`src/hw/lsca_pkg.sv`:
```
// package: register map, field positions, timing constants and types of the light sensor core
package lsca_pkg;

    // register offsets on the byte register port
    localparam logic [4:0] ADDR_ENABLE   = 5'h00;
    localparam logic [4:0] ADDR_ITIME    = 5'h01;
    localparam logic [4:0] ADDR_WAIT_TIME    = 5'h03;
    localparam logic [4:0] ADDR_THR_LL   = 5'h04;
    localparam logic [4:0] ADDR_THR_LH   = 5'h05;
    localparam logic [4:0] ADDR_THR_HL   = 5'h06;
    localparam logic [4:0] ADDR_THR_HH   = 5'h07;
    localparam logic [4:0] ADDR_ALARM_PERSISTENCE     = 5'h0C;
    localparam logic [4:0] ADDR_CONFIG   = 5'h0D;
    localparam logic [4:0] ADDR_STATUS   = 5'h13;
    localparam logic [4:0] ADDR_CH0_LO   = 5'h14;
    localparam logic [4:0] ADDR_CH0_HI   = 5'h15;

    // bit positions in the enable register
    localparam int BIT_OSC_POWER   = 0;
    localparam int BIT_MEAS_EN     = 1;
    localparam int BIT_WAIT_EN     = 3;
    localparam int BIT_ALARM_MASK  = 4;
    localparam int BIT_SLEEP_ALARM = 6;
    // bit positions in config and status
    localparam int BIT_LONG_WAIT   = 1;
    localparam int BIT_STAT_VALID  = 0;
    localparam int BIT_STAT_ALARM  = 4;

    // reset values
    localparam logic [7:0]  RST_ENABLE = 8'h00;
    localparam logic [7:0]  RST_ITIME  = 8'hFF;
    localparam logic [7:0]  RST_WAIT_TIME  = 8'hFF;
    localparam logic [7:0]  RST_ALARM_PERSISTENCE   = 8'h00;
    localparam logic [7:0]  RST_CONFIG = 8'h00;
    localparam logic [15:0] RST_THR    = 16'h0000;

    // special function command: type in bits 6:5, function in bits 4:0
    localparam logic [1:0] CMD_TYPE_SPECIAL = 2'h3;
    localparam logic [4:0] CMD_FN_INT_CLEAR = 5'h06;

    // timing: one step is 2.73 ms
    localparam int STEP_TIME_NS  = 2730000;
    localparam int CLK_PERIOD_NS = 10;
    localparam int STEP_CYCLES   = STEP_TIME_NS / CLK_PERIOD_NS;
    localparam logic [3:0] LONG_WAIT_LAST = 4'hB;   // twelve sub-steps, 0..11
    localparam logic [7:0] STEP_IDX_LAST  = 8'hFF;
    localparam logic [16:0] CH0_SAT       = 17'h0FFFF;
    localparam logic [3:0] ALARM_PERSISTENCE_DIRECT_MAX = 4'h3;
    localparam logic [5:0] ALARM_PERSISTENCE_STEP       = 6'h05;

    typedef enum logic [1:0] {PH_IDLE, PH_INTEG, PH_WAIT} lsca_phase_t;

    // register port request
    typedef struct packed {
        logic       wr;
        logic       rd;
        logic [4:0] addr;
        logic [7:0] wdata;
    } lsca_reg_req_t;

    // whole state of the core
    typedef struct packed {
        logic [7:0]  enable;
        logic [7:0]  itime;
        logic [7:0]  wait_time;
        logic [7:0]  cfg;
        logic [7:0]  alarm_persistence;
        logic [15:0] thrLow;
        logic [15:0] thrHigh;
        lsca_phase_t phase;
        logic [19:0] tick;
        logic [7:0]  stepIdx;
        logic [3:0]  longIdx;
        logic [5:0]  oorCnt;
        logic        alarm;
        logic        valid;
        logic [15:0] ch0;
        logic [7:0]  rdData;
    } lsca_state_t;

    localparam lsca_state_t STATE_RESET = '{
        enable: RST_ENABLE, itime: RST_ITIME, wait_time: RST_WAIT_TIME, cfg: RST_CONFIG,
        alarm_persistence: RST_ALARM_PERSISTENCE, thrLow: RST_THR, thrHigh: RST_THR, phase: PH_IDLE,
        tick: 20'h00000, stepIdx: 8'h00, longIdx: 4'h0, oorCnt: 6'h00,
        alarm: 1'b0, valid: 1'b0, ch0: 16'h0000, rdData: 8'h00};

endpackage
```
`src/hw/lsca_core.sv`:
```
// light sensor cycle timers, alarm thresholds and persistence filter
// Notes on behaviour
// RL1: sleep-after-alarm powers down at cycle end
// RL2: alarms only raised while mask bit set
// RL3: wait enable turns the wait timer on/off
// RL4: measure enable starts and stops the converter
// RL5: power bit gates timers and converter
// RL6: host writes zero to reserved bits
// RL7: integration lasts 256 minus value steps
// RL8: integration register resets to FF
// RL9: wait step 2.73 ms, twelvefold when long
// RL10: wait register gives 256 minus value steps
// RL11: wait register resets to FF
// RL12: host programs wait before measure enable
// RL13: result outside thresholds drives interrupt pin
// RL14: thresholds are 16-bit byte pairs 04..07
// RL15: only channel 0 compared against thresholds
// RL16: persistence zero interrupts every cycle
// RL17: nonzero persistence needs N consecutive out-of-range
// RL18: special clear command drops pending interrupt once
// RL19: status shows valid and interrupt bits
// RL20: cycle repeats; in-range result restarts count
// RL21: interrupt holds until clear command
`timescale 1ns/1ps
module lsca_core
    import lsca_pkg::*;
#(
    parameter int STEP_CYCLES_P = STEP_CYCLES
) (
    input  wire logic          clk_sys,
    input  wire logic          rst_b,
    input  wire logic          clkEn,
    input  wire lsca_reg_req_t regReq,
    output logic [7:0]         regRdData,
    input  wire logic          cmdValid,
    input  wire logic [7:0]    cmdByte,
    input  wire logic [16:0]   ch0Raw,
    output logic               oscRun,
    output logic               adcRun,
    output logic               intPinOut,
    output logic               intPinOeN
);

    localparam logic [19:0] STEP_LAST = 20'(STEP_CYCLES_P - 1);

    // threshold count needed for a persistence code
    function automatic logic [5:0] persLimit(input logic [3:0] code);
        if (code <= ALARM_PERSISTENCE_DIRECT_MAX) begin
            persLimit = {2'b00, code};
        end else begin
            persLimit = 6'(({2'b00, code} - {2'b00, ALARM_PERSISTENCE_DIRECT_MAX}) * ALARM_PERSISTENCE_STEP);
        end
    endfunction

    // special function byte that clears the alarm
    function automatic logic isIntClear(input logic [7:0] b);
        isIntClear = (b[6:5] == CMD_TYPE_SPECIAL) && (b[4:0] == CMD_FN_INT_CLEAR);
    endfunction

    lsca_state_t q;
    lsca_state_t d;
    logic [1:0]  rstPipe_q;
    logic        rstSync_n;
    logic        stepEnd;
    logic        integEnd;
    logic        outOfRange;
    logic        hit;
    logic        clearReq;
    logic        sleepNow;
    logic        enableWrite;
    logic [15:0] ch0Clamp;
    logic [5:0]  oorNext;

    // reset release through two flops
    always_ff @(posedge clk_sys or negedge rst_b) begin
        if (!rst_b) begin
            rstPipe_q <= 2'b00;
        end else begin
            rstPipe_q <= {rstPipe_q[0], 1'b1};
        end
    end
    assign rstSync_n = rstPipe_q[1];

    // next-state logic for the whole core
    always_comb begin
        d           = q;
        integEnd    = 1'b0;
        hit         = 1'b0;
        sleepNow    = 1'b0;
        oorNext     = q.oorCnt;
        stepEnd     = (q.tick == STEP_LAST);
        clearReq    = cmdValid && isIntClear(cmdByte);  // RL18
        enableWrite = regReq.wr && (regReq.addr == ADDR_ENABLE);
        // saturate the raw channel 0 accumulation
        ch0Clamp    = (ch0Raw > CH0_SAT) ? CH0_SAT[15:0] : ch0Raw[15:0];  // RL7
        // channel 0 only, outside the low/high window
        outOfRange  = (ch0Clamp < q.thrLow) || (ch0Clamp > q.thrHigh);  // RL13 RL15

        // register writes
        if (regReq.wr) begin
            case (regReq.addr)
                ADDR_ENABLE: d.enable        = regReq.wdata;
                ADDR_ITIME:  d.itime         = regReq.wdata;
                ADDR_WAIT_TIME:  d.wait_time         = regReq.wdata;
                ADDR_THR_LL: d.thrLow[7:0]   = regReq.wdata;  // RL14
                ADDR_THR_LH: d.thrLow[15:8]  = regReq.wdata;  // RL14
                ADDR_THR_HL: d.thrHigh[7:0]  = regReq.wdata;  // RL14
                ADDR_THR_HH: d.thrHigh[15:8] = regReq.wdata;  // RL14
                ADDR_ALARM_PERSISTENCE:   d.alarm_persistence          = regReq.wdata;
                ADDR_CONFIG: d.cfg           = regReq.wdata;
                default: ;
            endcase
        end

        // registered read data
        if (regReq.rd) begin
            case (regReq.addr)
                ADDR_ENABLE: d.rdData = q.enable;
                ADDR_ITIME:  d.rdData = q.itime;
                ADDR_WAIT_TIME:  d.rdData = q.wait_time;
                ADDR_THR_LL: d.rdData = q.thrLow[7:0];
                ADDR_THR_LH: d.rdData = q.thrLow[15:8];
                ADDR_THR_HL: d.rdData = q.thrHigh[7:0];
                ADDR_THR_HH: d.rdData = q.thrHigh[15:8];
                ADDR_ALARM_PERSISTENCE:   d.rdData = q.alarm_persistence;
                ADDR_CONFIG: d.rdData = q.cfg;
                ADDR_STATUS: begin
                    d.rdData                 = 8'h00;
                    d.rdData[BIT_STAT_VALID] = q.valid;  // RL19
                    d.rdData[BIT_STAT_ALARM] = q.alarm;  // RL19
                end
                ADDR_CH0_LO: d.rdData = q.ch0[7:0];
                ADDR_CH0_HI: d.rdData = q.ch0[15:8];
                default:     d.rdData = 8'h00;
            endcase
        end

        // measurement cycle: integrate, then optional wait
        if (!(d.enable[BIT_OSC_POWER] && d.enable[BIT_MEAS_EN])) begin
            d.phase   = PH_IDLE;  // RL4 RL5
            d.tick    = 20'h00000;
            d.longIdx = 4'h0;
            d.valid   = 1'b0;     // RL19
        end else begin
            d.tick = stepEnd ? 20'h00000 : q.tick + 20'h00001;
            case (q.phase)
                PH_IDLE: begin
                    d.phase   = PH_INTEG;
                    d.stepIdx = d.itime;
                    d.tick    = 20'h00000;
                end
                PH_INTEG: begin
                    if (stepEnd) begin
                        if (q.stepIdx == STEP_IDX_LAST) begin
                            integEnd = 1'b1;  // RL7
                        end else begin
                            d.stepIdx = q.stepIdx + 8'h01;
                        end
                    end
                end
                PH_WAIT: begin
                    if (!d.enable[BIT_WAIT_EN]) begin
                        d.phase   = PH_INTEG;  // RL3
                        d.stepIdx = d.itime;
                        d.tick    = 20'h00000;
                        d.longIdx = 4'h0;
                    end else if (stepEnd) begin
                        if (q.cfg[BIT_LONG_WAIT] && q.longIdx != LONG_WAIT_LAST) begin
                            d.longIdx = q.longIdx + 4'h1;  // RL9
                        end else begin
                            d.longIdx = 4'h0;
                            if (q.stepIdx == STEP_IDX_LAST) begin
                                d.phase   = PH_INTEG;  // RL10 RL20
                                d.stepIdx = d.itime;
                            end else begin
                                d.stepIdx = q.stepIdx + 8'h01;
                            end
                        end
                    end
                end
                default: d.phase = PH_IDLE;
            endcase
        end

        // end of integration: capture, filter, next phase
        if (integEnd) begin
            d.ch0   = ch0Clamp;
            d.valid = 1'b1;  // RL19
            if (q.alarm_persistence[3:0] == 4'h0) begin
                hit = 1'b1;  // RL16
            end else if (outOfRange) begin
                oorNext = (q.oorCnt >= persLimit(q.alarm_persistence[3:0])) ? q.oorCnt
                                                               : q.oorCnt + 6'h01;
                hit     = (oorNext >= persLimit(q.alarm_persistence[3:0]));  // RL17
            end else begin
                oorNext = 6'h00;  // RL20
            end
            d.oorCnt  = oorNext;
            d.tick    = 20'h00000;
            d.longIdx = 4'h0;
            if (d.enable[BIT_WAIT_EN]) begin
                d.phase   = PH_WAIT;  // RL3
                d.stepIdx = d.wait_time;
            end else begin
                d.phase   = PH_INTEG;  // RL20
                d.stepIdx = d.itime;
            end
        end

        // alarm flag: clear command, set wins
        if (clearReq) begin
            d.alarm = 1'b0;  // RL18
        end
        if (hit && q.enable[BIT_ALARM_MASK]) begin
            d.alarm = 1'b1;  // RL2 RL13 RL21
        end

        // sleep after alarm; a host write of the enable register takes precedence
        if (integEnd && q.enable[BIT_SLEEP_ALARM] && d.alarm && !enableWrite) begin
            sleepNow                 = 1'b1;
            d.enable[BIT_OSC_POWER]  = 1'b0;  // RL1
            d.phase                  = PH_IDLE;
            d.valid                  = 1'b1;
        end
    end

    // state register, frozen while the clock enable is low
    always_ff @(posedge clk_sys or negedge rstSync_n) begin
        if (!rstSync_n) begin
            q <= STATE_RESET;  // RL8 RL11
        end else if (clkEn) begin
            q <= d;
        end
    end

    // outputs
    assign regRdData = q.rdData;
    assign oscRun    = q.enable[BIT_OSC_POWER];                               // RL5
    assign adcRun    = q.enable[BIT_OSC_POWER] && (q.phase == PH_INTEG);     // RL4 RL5
    assign intPinOut = 1'b0;
    assign intPinOeN = !q.alarm;                                              // RL13 RL21
endmodule

```
`config.mk`:
```
export PLATFORM = sky130hd
export DESIGN_NAME = lsca_core
export DESIGN_NICKNAME = d
export VERILOG_FILES = /design/src/hw/lsca_pkg.sv /design/src/hw/lsca_core.sv
export SDC_FILE = /design/constraint.sdc
export NUM_CORES = 1
export LEC_CHECK = 0
export ABC_AREA = 1
export BUFFER_PORTS_ARGS = -buffer_cell sky130_fd_sc_hd__buf_2
export CAP_MARGIN = 20
export CORE_MARGIN = 5
export CORE_UTILIZATION = 55
export DETAILED_ROUTE_END_ITERATION = 10
export PLACE_DENSITY_LB_ADDON = 0.3
export SLEW_MARGIN = 20
export SYNTH_ARGS = -nofsm -noshare
export SYNTH_HDL_FRONTEND = slang
export SYNTH_SLANG_ARGS = --single-unit
```
`constraint.sdc`:
```
create_clock -name clk_sys -period 5.55 [get_ports clk_sys]
set_input_delay 0.555 -clock clk_sys [delete_from_list [all_inputs] [get_ports clk_sys]]
set_output_delay 0.555 -clock clk_sys [all_outputs]
set_load 0.01 [all_outputs]
```
======== Word-level counts from Yosys, hierarchy flattened ========
Index checks and enable logic that the tools add are counted.
word-level totals
  bits in registers ....................... 140
  word-level logic and storage cells ...... 150
cells by class
  add/subtract/negate cells ............... 5
  multipliers ............................. 1
  $lt $le $gt $ge ......................... 6
  equal/unequal tests ..................... 29
  mux-type cells .......................... 56
  bitwise logic cells ..................... 1
  reduce and logical (&&, ||, !) cells .... 32
operators by type and width
  operator                                                         number
  two-way mux 8 bit                                                14
  case mux 8 bit (12 select lines)                                 1
  two-way mux 68 bit                                               1
  two-way mux 6 bit                                                7
  two-way mux 20 bit                                               2
  two-way mux 40 bit                                               1
  case mux 20 bit (2 select lines)                                 1
  AND reduction 3 bit                                              9
  == test 5 x 3 -> 1 bit, second input constant                    5
  two-way mux 12 bit                                               2
  case mux 8 bit (3 select lines)                                  1
  two-way mux 22 bit                                               1
  adder 20 x 1 -> 20 bit, second input constant                    1
  == test 20 x 19 -> 1 bit, second input constant                  1
  inequality test 4 bit, second input constant                     5
  inequality test 6 bit, second input constant                     3
  greater-than comparator 17 x 16 -> 1 bit, second input constant  1
  two-way mux 17 bit                                               1
  greater-than comparator 16 bit                                   1
  less-than comparator 16 bit                                      1
  two-way mux 16 bit                                               1
  two-way mux 4 bit                                                4
  == test 5 bit, second input constant                             3
  greater-or-equal comparator 6 bit                                2
  other kinds (29)                                                 61

======== Depth between registers and ports, before layout ========
Gate-level depths: netlist of the first run.
  depth in word-level cells ............... 19
  gate-level depth with buffers ........... 31
  mapped depth without buffers ............ 31

======== Least setup slack after synthesis of the first run ========
No wires, ideal clock.
  path type ............................... register to register
  from .................................... reg q[98] in the netlist's numbering
  to ...................................... reg q, in the netlist oscRun
  setup time .............................. 130 ps
  arrival ................................. 4074 ps
  data required time ...................... 5420 ps
  slack ................................... 1346 ps
  stages on the path, launching flop included .. 29
  path buffers ............................ 0
  period minus slack after synthesis ...... 4204 ps
  cells stage by stage .................... dfrtp_1 inv_1 ha_1 ha_1 ha_1 fa_1 xor2_1 inv_1 a21boi_0 o21ai_0 ha_1 nand2_1 o21a_1 nand3_1 inv_1 o21ai_0 inv_1 ha_1 nand2_1 inv_1 nand4_1 o2111ai_1 nand2_1 nand2_1 nand2_1 nand2_1 nand2_1 nand2_1 o21ai_1
on the way
  longest elaborated chain between the ends .. 17
RTL lines
  what                                RTL line          source
  start: declaration                  lsca_core.sv:60   lsca_state_t q;
  start signal: assignment            lsca_core.sv:230  q <= STATE_RESET;
  start signal: assignment            lsca_core.sv:232  q <= d;
  subtractor 4 x 2 -> 5 bit           lsca_core.sv:51   persLimit = 6'(({2'b00, code} - {2'b00, ALARM_PERSISTENCE_DIRECT_MAX}) * ALARM_PERSISTENCE_STEP);
  multiplier 6 x 3 -> 6 bit           lsca_core.sv:51
  two-way mux 6 bit                   lsca_core.sv:48   if (code <= ALARM_PERSISTENCE_DIRECT_MAX) begin
  two-way mux 6 bit                   lsca_core.sv:191  end else if (outOfRange) begin
  two-way mux 6 bit                   lsca_core.sv:189  if (q.alarm_persistence[3:0] == 4'h0) begin
  two-way mux 6 bit                   lsca_core.sv:186  if (integEnd) begin
  greater-or-equal comparator 6 bit   lsca_core.sv:192  oorNext = (q.oorCnt >= persLimit(q.alarm_persistence[3:0])) ? q.oorCnt
  two-way mux 6 bit                   lsca_core.sv:192
  greater-or-equal comparator 6 bit   lsca_core.sv:194  hit = (oorNext >= persLimit(q.alarm_persistence[3:0]));
  two-way mux 1 bit                   lsca_core.sv:191
  two-way mux 1 bit (*)               lsca_core.sv:189
  two-way mux 1 bit (*)               lsca_core.sv:186
  logical AND 1 bit (*)               lsca_core.sv:214  if (hit && q.enable[BIT_ALARM_MASK]) begin
  two-way mux 1 bit (*)               lsca_core.sv:214
  logical AND 1 bit (*) (2 in a row)  lsca_core.sv:219  if (integEnd && q.enable[BIT_SLEEP_ALARM] && d.alarm && !enableWrite) begin
  two-way mux 1 bit (*)               lsca_core.sv:219
Mark *: on every way between the ends. The rest lies on a longest branch, timed or not. The select of a mux whose other input is x is not followed.
A chain may end at the register's enable or synchronous reset.

======== Worst setup path in the final report of the first run ========
Same ends and word-level chain as after synthesis.

==> results of run 1 <==
==> where the power goes <==
| part | switching, W | internal [W] |
|---|---|---|
| sequential | 0.000114 | 0.00116 |
| clock | 0.000441 | 0.000680 |
| combinational | 0.000418 | 0.000254 |
==> cells in the mapped netlist, drive strengths merged, types with 3 or more instances <==
master	instances	share of area (%)
nand4	12	0.86
inv	150	6.5
o21ai	145	8.5
a21oi	49	2.8
a221oi	18	1.8
clkbuf	17	0.73
xnor2	7	0.70
o211ai	4	0.34
nor2	77	4.2
a22oi	3	0.26
dfstp	16	4.8
o21a	3	0.26
ha	58	8.3
nor3	16	0.98
dfrtp	124	36
nand3	43	2.5
buf	13	0.99
o32ai	4	0.57
nand2	277	12
o22ai	34	2.4
a22o	3	0.30
nor4	11	0.79
xor2	18	1.8
==> cell families (layout without fill, tap and decap cells) <==
family	after synthesis	count (layout)	share of synthesized area [%]
buffers and inverters	181	240	8.25
DFF	140	140	40.4
muxes	1	1	0.115
xor gates and xnor gates	25	25	2.51
adders and majority gates	59	59	8.55
other	2	2	0.0861
AOI/OAI and AO/OA	271	271	18.1
and+or+nand+nor	440	440	22.0
==> layer usage <==
| metal | vias to the layer above | track usage (%) |
|---|---|---|
| met3 | 72 | 5.74 |
| met4 | 0 | 12.3 |
| li1 | 3849 | - |
| met2 | 353 | 43.0 |
| met1 | 3784 | 35.4 |
| met5 | - | 0 |
==> flip-flops by register name (all words and copies together), names as in the netlist <==
register	cells
q	129
regRdData	8
rstPipe_q	2
oscRun	1
==> per-stage QoR <==
step	power (W)	setup WS [ns]	hold slack [ns]
2_1_floorplan	0.00175	1.35	0.259
5_1_grt	0.00324	0.262	0.366
4_1_cts	0.00307	0.635	0.342
3_5_place_dp	0.00195	0.715	0.337
6_report	0.00307	0.620	0.319
3_3_place_gp	0.00191	0.890	0.331
==> layout make-up <==
class                   count  area [µm²]  area share [%]
clock inverters            11         120            1.23
clock buffers              20         457            4.69
repair buffers             58         305            3.14
flip-flops and latches    140        3530            36.3
multi-input cells         798        4480            46.0
inverters                 151         569            5.85
well taps                 216         270            2.78
==> worst max-delay path, delay by kind of cell, from the launching register on <==
family | cells | cell delay (ns)
adder cells (fa/ha/maj) | 6 | 1.84
AND/OR/NAND/NOR | 10 | 0.93
AO/OA/AOI/OAI | 7 | 0.92
buffers and inverters | 5 | 0.48
flip-flops | 1 | 0.44
XOR/XNOR | 1 | 0.17
==> path summary, 6_finish.rpt <==
| check | cells past startpoint | to | startpoint | slack, ns |
|---|---|---|---|---|
| min in group clk_sys | 0 | rstPipe_q[1] | rstPipe_q[0] | 0.35 |
| max in group asynchronous | 1 | q[8] | rstPipe_q[1] | 4.17 |
| min reg2reg | 0 | q[36] | rstPipe_q[1] | 0.32 |
| max reg2reg | 29 | oscRun | q[98] | 0.62 |
| max | 29 | oscRun | q[98] | 0.62 |
| min | 0 | q[36] | rstPipe_q[1] | 0.32 |
==> timing repair <==
| item | in CTS | in global routing |
|---|---|---|
| hold endpoints to repair | 2 | 0 |
| setup buffers | 0 | 0 |
| hold buffers | 1 | 0 |
==> reports/results.ini, run 1 <==
[sta]
timing.final.crit_share_pct = 88.8
finalClockSkew_ns = 0.0104
maxSlewHeadroom_pct = 49.0
fin_crit_ns = 4.93
max_freq_ghz = 0.203
setup_viol = 0
rsz0062_at_grt = false
fin_setup_tns_ns = 0
finalHoldViolations = 0
worst_slew_pin_slew_ns = 0.763
slew_viol_final = 0

[drt]
dr_total_vias = 8058
drt_iter0_drc = 683
wirelength_um = 24100
dr_wl_met3_um = 1790
dr_wl_met2_um = 11000
drc = 0
wire_per_inst_um = 17.3
detail-route-antenna-nets = 0
drt_pre_antenna_iters = 5
top_layer = met4
wl_met1_um = 10100
routed_via_density = 5.78

[placement]
dp_cells = 1362
gp_congestion = 0.980
placed_area_mm2 = 0.00914
dp_hpwl_um = 17800
portBuffers = 53

[power]
ir_drop_mv = 0.226
powerDensity_mw_per_mm2 = 315
leakage_nw = 4.47

[final_layout]
drive_gt1_share_pct = 11.5
mostFrequentLayoutCells = nand2_1 (270), inv_1 (145), dfrtp_1 (123)
antennaDiodeCount = 0
finalInstanceArea_mm2 = 0.00973
mostFrequentLayoutCell = nand2_1
synthToLayoutAreaGrowth_pct = 11.5
utilization_pct = 61.9
fin_nets = 1269
fillers = 1400
fin_cells = 1394

[floorplan]
ios = 56
core-area_mm2 = 0.0157
num_rows = 46
start_util_pct = 55.5
die_x_um = 136
design.die.area_mm2 = 0.0185
die_y_um = 136

[clock_tree]
clock_latency_ns = 0.43
cts_tree = yes
cts_buffers = 17
cts.clk_slew.worst_paths_ns = 0.06
root_buffer = clkbuf_16
cts_resized = 0
cts_sinks = 140
clock_path_buffers = 2
cts.htree.levels = 4

[synth]
ys_async_sr_fraction_pct = 100
netlist_area_mm2 = 0.00872
ys.flop_type = dfrtp_1
yosysSeqAreaShare_pct = 40.4
syn-num-nets = 1222
synth_edf_count = 0
synth_seq_cells = 140
yosys_warnings = 0
synth_cells = 1119
synth_cell_types = 51
syn_avg_cell_area_um2 = 7.79

[global_routing]
grt_max_degree = 52
grtUsageTotal_pct = 27.0
grt_pass1_vias = 7590
overflow = 0
antenna_found_initial = 0
grt_pass1_wl_um = 38800

[worst_setup_path]
worstPathArrival_ns = 5.23
end_kind = register
crit_path_max_incr_delay_ns = 0.44
worstPathRequired_ns = 5.85
crit_top_cell = nand2_1
cp_max_fo = 6
startpoint_type = register
worstSetupPathType = register to register
cp_slowest_cell = dfrtp_1

[hold_path]
hold_class = register to asynchronous set/reset pin

[run_status]
status = completed

[job]
cap_violations = 0

Note: power is estimated with default switching activity, not from simulation.
==> run 2: changes to the inputs <==
--- a/config.mk
+++ b/config.mk
@@ -11,7 +11,8 @@
 export CORE_MARGIN = 5
 export CORE_UTILIZATION = 55
 export DETAILED_ROUTE_END_ITERATION = 10
-export PLACE_DENSITY_LB_ADDON = 0.3
+export HOLD_SLACK_MARGIN = 0.02
+export PLACE_DENSITY = 0.75
 export SLEW_MARGIN = 20
 export SYNTH_ARGS = -nofsm -noshare
 export SYNTH_HDL_FRONTEND = slang
==> reports/results.ini, run 2 (synthesis results as in run 1) <==
[run_status]
status = completed

[floorplan]
num_rows = 46
die_x_um = 136
die_y_um = 136
design.die.area_mm2 = 0.0185
start_util_pct = 55.5
core-area_mm2 = 0.0157
ios = 56

[worst_setup_path]
crit_path_max_incr_delay_ns = 0.45
critPathTopFamily = adder cells
cp_max_fo = 6
crit_top_cell = nand2_1
cp_slowest_cell = dfrtp_1
startpoint_type = register
worstSetupPathType = register to register
end_kind = register
path_buf_inv = 4
worstPathRequired_ns = 5.92
worstPathArrival_ns = 5.25

[sta]
maxSlewHeadroom_pct = 38.2
setup_viol = 0
finalHoldViolations = 0
timing.final.crit_share_pct = 88.0
slew_viol_final = 0
max_freq_ghz = 0.205
rsz0062_at_grt = false
fin_setup_tns_ns = 0
fin_crit_ns = 4.88
worst_slew_pin_slew_ns = 0.926
finalClockSkew_ns = 0.0124

[final_layout]
max_flop_register = q
multiInputGateArea_mm2 = 0.00448
synthToLayoutAreaGrowth_pct = 12.0
utilization_pct = 62.2
mostFrequentLayoutCell = nand2_1
fillers = 1388
drive_gt1_share_pct = 11.5
largest_reg_flops = 129
mostFrequentLayoutCells = nand2_1 (270), inv_1 (145), dfrtp_1 (123)
antennaDiodeCount = 0
final-seq-area_mm2 = 0.00353
fin_nets = 1268

[global_routing]
grtUsageTotal_pct = 26.4
grt_pass1_wl_um = 38200
overflow = 0
grt_max_degree = 75
antenna_found_initial = 0
grt_pass1_vias = 7386

[power]
ir_drop_mv = 0.225
powerDensity_mw_per_mm2 = 322
leakage_nw = 4.50

[drt]
wirelength_um = 23700
detail-route-antenna-nets = 0
drt_iter0_drc = 726
dr_total_vias = 7858
drc = 0
wire_per_inst_um = 17.0
routed_via_density = 5.64
drt_pre_antenna_iters = 6

[job]
cap_violations = 0

[clock_tree]
cts_buffers = 17
cts_setup_buffers = 0
clock_latency_ns = 0.42
cts_tree = yes
cts.clk_slew.worst_paths_ns = 0.06
cts_sinks = 140
cts.htree.levels = 4
clock_path_buffers = 2
root_buffer = clkbuf_16

[placement]
dp_hpwl_um = 17500
portBuffers = 53
gp_congestion = 0.955

[hold_path]
hold_class = register to register

run 2: cell count changes in the layout (fill, tap and decap cells not counted), sizes merged:
| cell | delta |
|---|---|
| clkinv | +1 |
| buf | -1 |
| bufinv | +2 |
| clkinvlp | -2 |
run 2: final timing paths:
kind | start | end | slack (ns) | depth (start not counted)
min reg2reg | rstPipe_q[0] | rstPipe_q[1] | 0.35 | 0
min | rstPipe_q[0] | rstPipe_q[1] | 0.35 | 0
max reg2reg | q[99] | q[65] | 0.67 | 27
max in group asynchronous | rstPipe_q[1] | q[78] | 3.62 | 1
min in group asynchronous | rstPipe_q[1] | q[36] | 0.42 | 0
max | q[99] | q[65] | 0.67 | 27
run 2: worst register-to-register path, cell delays in order (launching register included):
cell,delay [ns]
dfrtp_1,0.45
ha_1,0.25
nor3_1,0.29
ha_1,0.31
fa_1,0.43
xor2_1,0.16
inv_1,0.06
a21boi_0,0.14
o21ai_0,0.16
ha_1,0.33
nand2_1,0.07
o21a_1,0.19
nand3_1,0.21
inv_1,0.14
o21ai_0,0.24
inv_1,0.07
ha_1,0.29
nand2_1,0.09
inv_1,0.06
o211ai_1,0.09
o2111ai_1,0.15
nand2_1,0.10
nand2_1,0.06
nand2_1,0.06
nand2_1,0.08
nand2_1,0.17
nand3_1,0.10
nand2_1,0.06
run 2: layout make-up:
cell class	instances	share of cell area, %
Tap cell	216	2.77
Clock buffer	20	4.67
Multi-Input combinational cell	798	45.9
Timing Repair Buffer	57	3.05
Inverter	151	5.83
Sequential cell	140	36.1
Clock inverter	12	1.73
run 2: power breakdown:
group	internal [W]	total (W)	leakage [nW]	switching, W
Combinational	0.000252	0.000661	2.41	0.000409
Sequential	0.00116	0.00128	1.78	0.000115
Clock	0.000772	0.00121	0.307	0.000439
run 2: through the flow:
step | hold WS (ns) | instance area [µm²] | total power, W | instances | setup WS [ns]
floorplan | 0.259 | 8720 | 0.00175 | 1119 | 1.35
global placement | 0.334 | 9130 | 0.00191 | 1361 | 0.867
detailed placement | 0.338 | 9130 | 0.00194 | 1361 | 0.708
CTS | 0.351 | 9770 | 0.00316 | 1394 | 0.701
global route | 0.369 | 9770 | 0.00332 | 1394 | 0.295
finish | 0.347 | 9770 | 0.00315 | 1394 | 0.667
run 2: repair_timing:
item | CTS | global route
gates resized for setup | 0 | 0
hold buffers | 1 | 0
endpoints found under the hold margin | 2 | 0
run 2: layer usage:
layer | part of all wire, % | routed length [µm] | vias up | track usage [%]
li1 | - | - | 3846 | -
met1 | 43 | 10100 | 3630 | 35.6
met2 | 47 | 11100 | 331 | 42.1
met3 | 7.2 | 1710 | 51 | 5.66
met4 | 3.1 | 741 | 0 | 9.46
met5 | 0 | 0 | - | 0
